## config.mk

```make
export PLATFORM = sky130hd
export DESIGN_NAME = oag_core
export DESIGN_NICKNAME = d
export VERILOG_FILES = /design/src/rtl/oag_core.v /design/src/rtl/oag_reg_select.v
export VERILOG_INCLUDE_DIRS = /design/src /design/src/rtl
export SDC_FILE = /design/constraint.sdc
export NUM_CORES = 1
export LEC_CHECK = 0
export BUFFER_PORTS_ARGS = -buffer_cell sky130_fd_sc_hd__buf_2
export CORE_AREA = 2 2 83 100
export DETAILED_ROUTE_END_ITERATION = 10
export DIE_AREA = 0 0 85 102
export GPL_ROUTABILITY_DRIVEN = 1
export PLACE_DENSITY = 0.78
export SKIP_CTS_REPAIR_TIMING = 1
export SYNTH_ARGS = -nofsm -noshare
export SYNTH_HDL_FRONTEND = slang
export SYNTH_SLANG_ARGS = --single-unit
```

## constraint.sdc

```tcl
create_clock -name clk -period 3.7 [get_ports clk]
set_clock_uncertainty 0.15 [all_clocks]
set_input_delay 0.37 -clock clk [delete_from_list [all_inputs] [get_ports clk]]
set_output_delay 0.37 -clock clk [all_outputs]
set_load 0.005 [all_outputs]
```

## src/rtl/oag_defs.vh

```
// constants for the operand address generator
`ifndef OAG_DEFS_VH
`define OAG_DEFS_VH
// addressing mode select codes (one-hot)
`define OAG_MODE_W         7
`define OAG_MODE_NONE      7'h00
`define OAG_MODE_SHORT     7'h01
`define OAG_MODE_SFR       7'h02
`define OAG_MODE_REG       7'h04
`define OAG_MODE_INDIRECT  7'h08
`define OAG_MODE_BASED     7'h10
`define OAG_MODE_STACK     7'h20
`define OAG_MODE_DIRECT    7'h40
// short direct window
`define OAG_SHORT_LO       16'hfe20
`define OAG_SHORT_HI       16'hff1f
`define OAG_SHORT_UPPER    7'h7f
`define OAG_SHORT_SPLIT    8'h20
`define OAG_RAM_HI         16'hfeff
`define OAG_SFR_SHORT_LO   16'hff00
// special function register page
`define OAG_SFR_UPPER      8'hff
// byte register codes
`define OAG_R_X            3'h0
`define OAG_R_A            3'h1
`define OAG_R_C            3'h2
`define OAG_R_B            3'h3
`define OAG_R_E            3'h4
`define OAG_R_D            3'h5
`define OAG_R_L            3'h6
`define OAG_R_H            3'h7
// pair codes
`define OAG_RP_AX          2'h0
`define OAG_RP_BC          2'h1
`define OAG_RP_DE          2'h2
`define OAG_RP_HL          2'h3
// push of the second indirect pair
`define OAG_OP_PUSH_DE     8'haa
// region codes
`define OAG_REG_NONE       2'h0
`define OAG_REG_RAM        2'h1
`define OAG_REG_SFR        2'h2
`define OAG_REG_OTHER      2'h3
`endif

```

## src/rtl/oag_core.v

```verilog
// operand address generator for the 8-bit core
// Overview of operation
// - short direct reaches only FE20H..FF1FH
// - decode window into RAM or SFR
// - operand 20H..FFH clears address bit 8
// - operand 00H..1FH sets address bit 8
// - SFR mode forms FF00H..FFFFH addresses
// - 3-bit field picks one of eight bytes
// - byte set X..H, pair set AX..HL
// - indirect uses full DE or HL
// - based adds zero-extended byte, wraps
// - stack pointer used for stack operations
// - opcode 10101010 is push of DE
`timescale 1ns/1ns
`include "oag_defs.vh"
module oag_core #(
  parameter ADDR_W = 16
) (
  // clock and reset
  input  wire                  clk,
  input  wire                  reset_n,
  // decoded instruction fields
  input  wire [`OAG_MODE_W-1:0] mode_select,
  input  wire [7:0]            operand_byte,
  input  wire [15:0]           operand_word,
  input  wire [2:0]            byte_reg_code,
  input  wire [1:0]            register_pair_operand,
  input  wire                  indirect_use_base,
  input  wire                  short_pair_access,
  input  wire [7:0]            opcode,
  // register contents
  input  wire [15:0]           pair_ax,
  input  wire [15:0]           pair_bc,
  input  wire [15:0]           second_indirect_pair,
  input  wire [15:0]           base_pair,
  input  wire [15:0]           stack_pointer,
  // generated address and decode
  output reg  [ADDR_W-1:0]     effective_address,
  output reg                   address_valid,
  output reg  [1:0]            address_region,
  output reg                   register_operand,
  output wire [7:0]            byte_reg_value,
  output wire [15:0]           pair_reg_value,
  output reg                   stack_access,
  output reg                   push_second_pair,
  output reg                   short_pair_fault,
  // registered copy of the last valid address
  output reg  [ADDR_W-1:0]     last_address
);
  // packed register file for the selector
  wire [63:0] pair_bus;
  // bit 8 of a short direct address
  reg         short_bit8;
  // based sum, carry dropped by width
  wire [15:0] based_sum;
  // stack use request from the stack mode code or the push DE opcode
  reg         stack_request;

  assign pair_bus = {base_pair, second_indirect_pair, pair_bc, pair_ax};

  // register selection is purely combinational
  // byte register select
  oag_reg_select u_sel (
    .pair_bus   (pair_bus),
    .byte_code  (byte_reg_code),
    .pair_code  (register_pair_operand),
    .byte_value (byte_reg_value),
    .pair_value (pair_reg_value)
  );

  always @* begin
    short_bit8 = (operand_byte < `OAG_SHORT_SPLIT);
  end

  assign based_sum = base_pair + {8'h00, operand_byte};

  always @* begin
    push_second_pair = (opcode == `OAG_OP_PUSH_DE);
  end

  // push DE gives stack addressing only when no mode code is selected
  always @* begin
    stack_request = (mode_select == `OAG_MODE_STACK) || push_second_pair;
  end

  // address formation, same cycle as the fields
  // combinational address path
  always @* begin
    effective_address = {ADDR_W{1'b0}};
    address_valid     = 1'b1;
    register_operand  = 1'b0;
    stack_access      = 1'b0;
    case (mode_select)
      `OAG_MODE_SHORT: begin
        effective_address = {`OAG_SHORT_UPPER, short_bit8, operand_byte};
      end
      `OAG_MODE_SFR: begin
        effective_address = {`OAG_SFR_UPPER, operand_byte};
      end
      // operand is a register, no memory address
      `OAG_MODE_REG: begin
        address_valid    = 1'b0;
        register_operand = 1'b1;
      end
      `OAG_MODE_INDIRECT: begin
        effective_address = indirect_use_base ? base_pair : second_indirect_pair;
      end
      `OAG_MODE_BASED: begin
        effective_address = based_sum;
      end
      `OAG_MODE_STACK: begin
        effective_address = stack_pointer;
        stack_access      = 1'b1;
      end
      `OAG_MODE_DIRECT: begin
        effective_address = operand_word;
      end
      default: begin
        // the push opcode still needs its stack address
        if (stack_request) begin
          effective_address = stack_pointer;
          stack_access      = 1'b1;
        end else begin
          address_valid = 1'b0;
        end
      end
    endcase
  end

  // region decode of the generated address
  // RAM versus SFR split
  always @* begin
    if (!address_valid) begin
      address_region = `OAG_REG_NONE;
    end else if (effective_address >= `OAG_SHORT_LO && effective_address <= `OAG_RAM_HI) begin
      address_region = `OAG_REG_RAM;
    end else if (effective_address >= `OAG_SFR_SHORT_LO) begin
      address_region = `OAG_REG_SFR;
    end else begin
      address_region = `OAG_REG_OTHER;
    end
  end

  // odd pair address in short mode is flagged, not corrected;
  // keeping it even is the decoder's duty
  // even pair operand check
  always @* begin
    short_pair_fault = (mode_select == `OAG_MODE_SHORT) && short_pair_access &&
                       operand_byte[0];
  end

  // hold the last valid address for debug and multi-cycle accesses
  always @(posedge clk) begin
    if (!reset_n) begin
      last_address <= {ADDR_W{1'b0}};
    end else if (address_valid) begin
      last_address <= effective_address;
    end
  end
endmodule

```

## src/rtl/oag_reg_select.v

```verilog
// byte and pair register selection from the register specify codes
`timescale 1ns/1ns
`include "oag_defs.vh"
module oag_reg_select (
  // register file contents, pair 0 in the low 16 bits
  input  wire [63:0] pair_bus,
  // selection codes
  input  wire [2:0]  byte_code,
  input  wire [1:0]  pair_code,
  // selected values
  output reg  [7:0]  byte_value,
  output reg  [15:0] pair_value
);
  // byte code n is the low byte for even n and high byte for odd n
  // register set order
  always @* begin
    byte_value = pair_bus[{byte_code, 3'h0} +: 8];
  end
  // pair code picks one 16-bit slot
  // pair code order
  always @* begin
    pair_value = pair_bus[{pair_code, 4'h0} +: 16];
  end
endmodule

```

==> flow_summary.ini <==
[run_status]
outcome = finished, final reports clean

[timing]
drv_slew = 0
final_hold_viol_count = 0
slew-limit-headroom_pct = 63.0
post-route-period-util_pct = 96.0
max_freq_mhz = 281
setup_ws_ps = 147
tightest_slew_ps = 556
setup_violations = 0
period_needed_ps = 3550

[route]
first_iter_violations = 208
vias_per_cell = 6.12
antenna_left = 0
wire_per_inst_um = 19.5
drt_wl_total_um = 11500
drc = 0
vias = 3618
first_pass_iters = 5

[final_layout]
top_register = last_address
area_growth_pct = 34.9
diodes = 0
largest_register_ffs = 16
fin_nets = 637
utilization_pct = 52.9
drive_above_1_share_pct = 52.9
reg_top3 = last_address x16

[critical_path]
reg2reg_from = last_address[10]
cp-end-kind = output port
ff2ff_path_depth = 2
cp.arrival_ps = 3030
required_ps = 3180
startpoint = operand_byte[0]
reg2reg_setup_slack_ps = 2850
path_max_fanout = 3
start_kind = input pin
worstSetupPathType = in -> out
r2r-end = last_address[10]

[global_routing]
grt_pass1_wl_um = 17300
antenna_found_initial = 0
grt_max_degree = 17
grt_pass1_vias = 3487
grtUsageTotal_pct = 24.8
grt.overflow.total = 0

[clocking]
clkLatencyLatePin_ps = 250
cts.sinks = 16
cts.htree.levels = 1
root_buffer = clkbuf_8
clk_pin_slew_ps = 60
clk_path_buf_depth = 2
cts_made_buffers = 3
cts_tree = done

[synth]
synth.avg_cell_area_um2 = 9.20
netlist_area_um2 = 3010
syn_inst = 327
syn_nets = 464
synthArstFlopShare_pct = 0
ys_seq_elements = 16
synth_cell_types = 65
synth_enable_flop_cells = 0
synthDominantCellAreaShare_pct = 24.0
yosysWarnings = 0
synth_area_leaders = mux4_2 24%, dfxtp_1 11%, mux2_2 4.9%
synth_ff_type = dfxtp_1
yosysTopAreaCell = mux4_2
seq_area_frac_synth_pct = 10.6

[placement]
hpwl_um = 9620
place_ws_ps = 86.2
portBuffers = 190
gp_congestion = 0.951

[min_path]
hold_path_depth = 3
min_delay_worst_endpoint = last_address[2]
hp-class = in -> reg
hold_path.startpoint = stack_pointer[2]

[floorplanning]
die_area_um2 = 8670
rows = 35
initial_utilization_pct = 39.2
io_pins = 191
core_area_um2 = 7660
fp.dieH_um = 102
fp.dieW_um = 85

[power_and_ir_drop]
pwr_density_cell_nw_per_um2 = 181
vdd_drop_max_mv = 0.229
p_leak_nw = 1.93

[job]
cap_violations = 0
final cells by class:
type	instances	area [um2]
timing repair buffer	198	1010
multi-input combinational	268	2510
fill	730	3610
tap	92	115
clock buffer	4	55.1
sequential	16	320
inverter	13	48.8
metrics by stage:
stage | cell area, um2 | hold slack, ps | TNS [ps] | instances | power, mW
floorplan | 3010 | 310 | 0 | 327 | 0.413
global placement | 4000 | 299 | 0 | 587 | 0.566
detailed placement | 4000 | 312 | 0 | 587 | 0.577
CTS | 4050 | 250 | 0 | 591 | 0.734
global route | 4060 | 272 | -65.8 | 591 | 0.778
finish | 4060 | 255 | 0 | 591 | 0.734
layer usage:
metal	vias to the layer above	track usage [%]	part of all wire [%]
li1	1662	-	-
met1	1743	29.5	39
met2	199	47.5	52
met3	14	2.99	7.7
met4	0	5.62	1.1
met5	-	0	0
synth_stat cells (7+ instances only):
cell / instances
dfxtp_1: 16
a221o_1: 10
mux4_2: 32
a21oi_1: 13
inv_1: 13
mux2i_1: 11
clkbuf_1: 10
a21boi_0: 7
nand3_1: 9
and3_1: 9
nor3_1: 9
nor2_1: 16
o21ai_0: 16
buf_2: 12
nand2_1: 16
mux2_2: 13
xnor2_1: 10
ha_1: 8
critical path, cell delays in order:
cell	delay, ps
buf_2	130
ha_1	240
fa_1	450
a211oi_2	330
o21ai_0	210
and3_1	210
a211o_1	220
a221oi_1	360
nor2_1	120
a41oi_1	230
buf_2	140
where the power goes:
part           internal [mW]  total (mW)  leakage [nW]  switching [mW]
clock                 0.0944       0.155        0.0288          0.0604
combinational          0.205       0.400          1.78           0.196
sequential             0.177       0.179         0.129         0.00216
worst max-delay path by stage:
stage	endpoint	slack [ps]	cells after the start
3_5_place_dp	address_region[0]	90	11
6_report	address_region[0]	150	11
4_1_cts	address_region[0]	60	11
3_3_place_gp	address_region[0]	180	11
2_1_floorplan	address_region[0]	630	9
5_1_grt	address_region[1]	-30	10
cell families after synthesis:
kind of cell | after synthesis | share of synthesized area, %
flops | 16 | 10.6
simple gates | 88 | 16.9
compound gates | 99 | 25.0
buf+inv | 43 | 6.24
xor+xnor | 16 | 4.66
mux | 56 | 32.5
fa+ha+maj | 9 | 3.99
layout by cell type (no fill, tap or decap), types with 10 or more instances in the layout:
master | netlist | final
o21ai_0 | 16 | 16
nand2_1 | 16 | 16
dfxtp_1 | 16 | 16
buf_2 | 12 | 190
mux4_2 | 32 | 32
mux2_2 | 13 | 13
a21oi_1 | 13 | 13
xnor2_1 | 10 | 10
nor2_1 | 16 | 16
inv_1 | 13 | 13
mux2i_1 | 11 | 11
a221o_1 | 10 | 10
No activity file was read; power rests on OpenSTA's default activity.
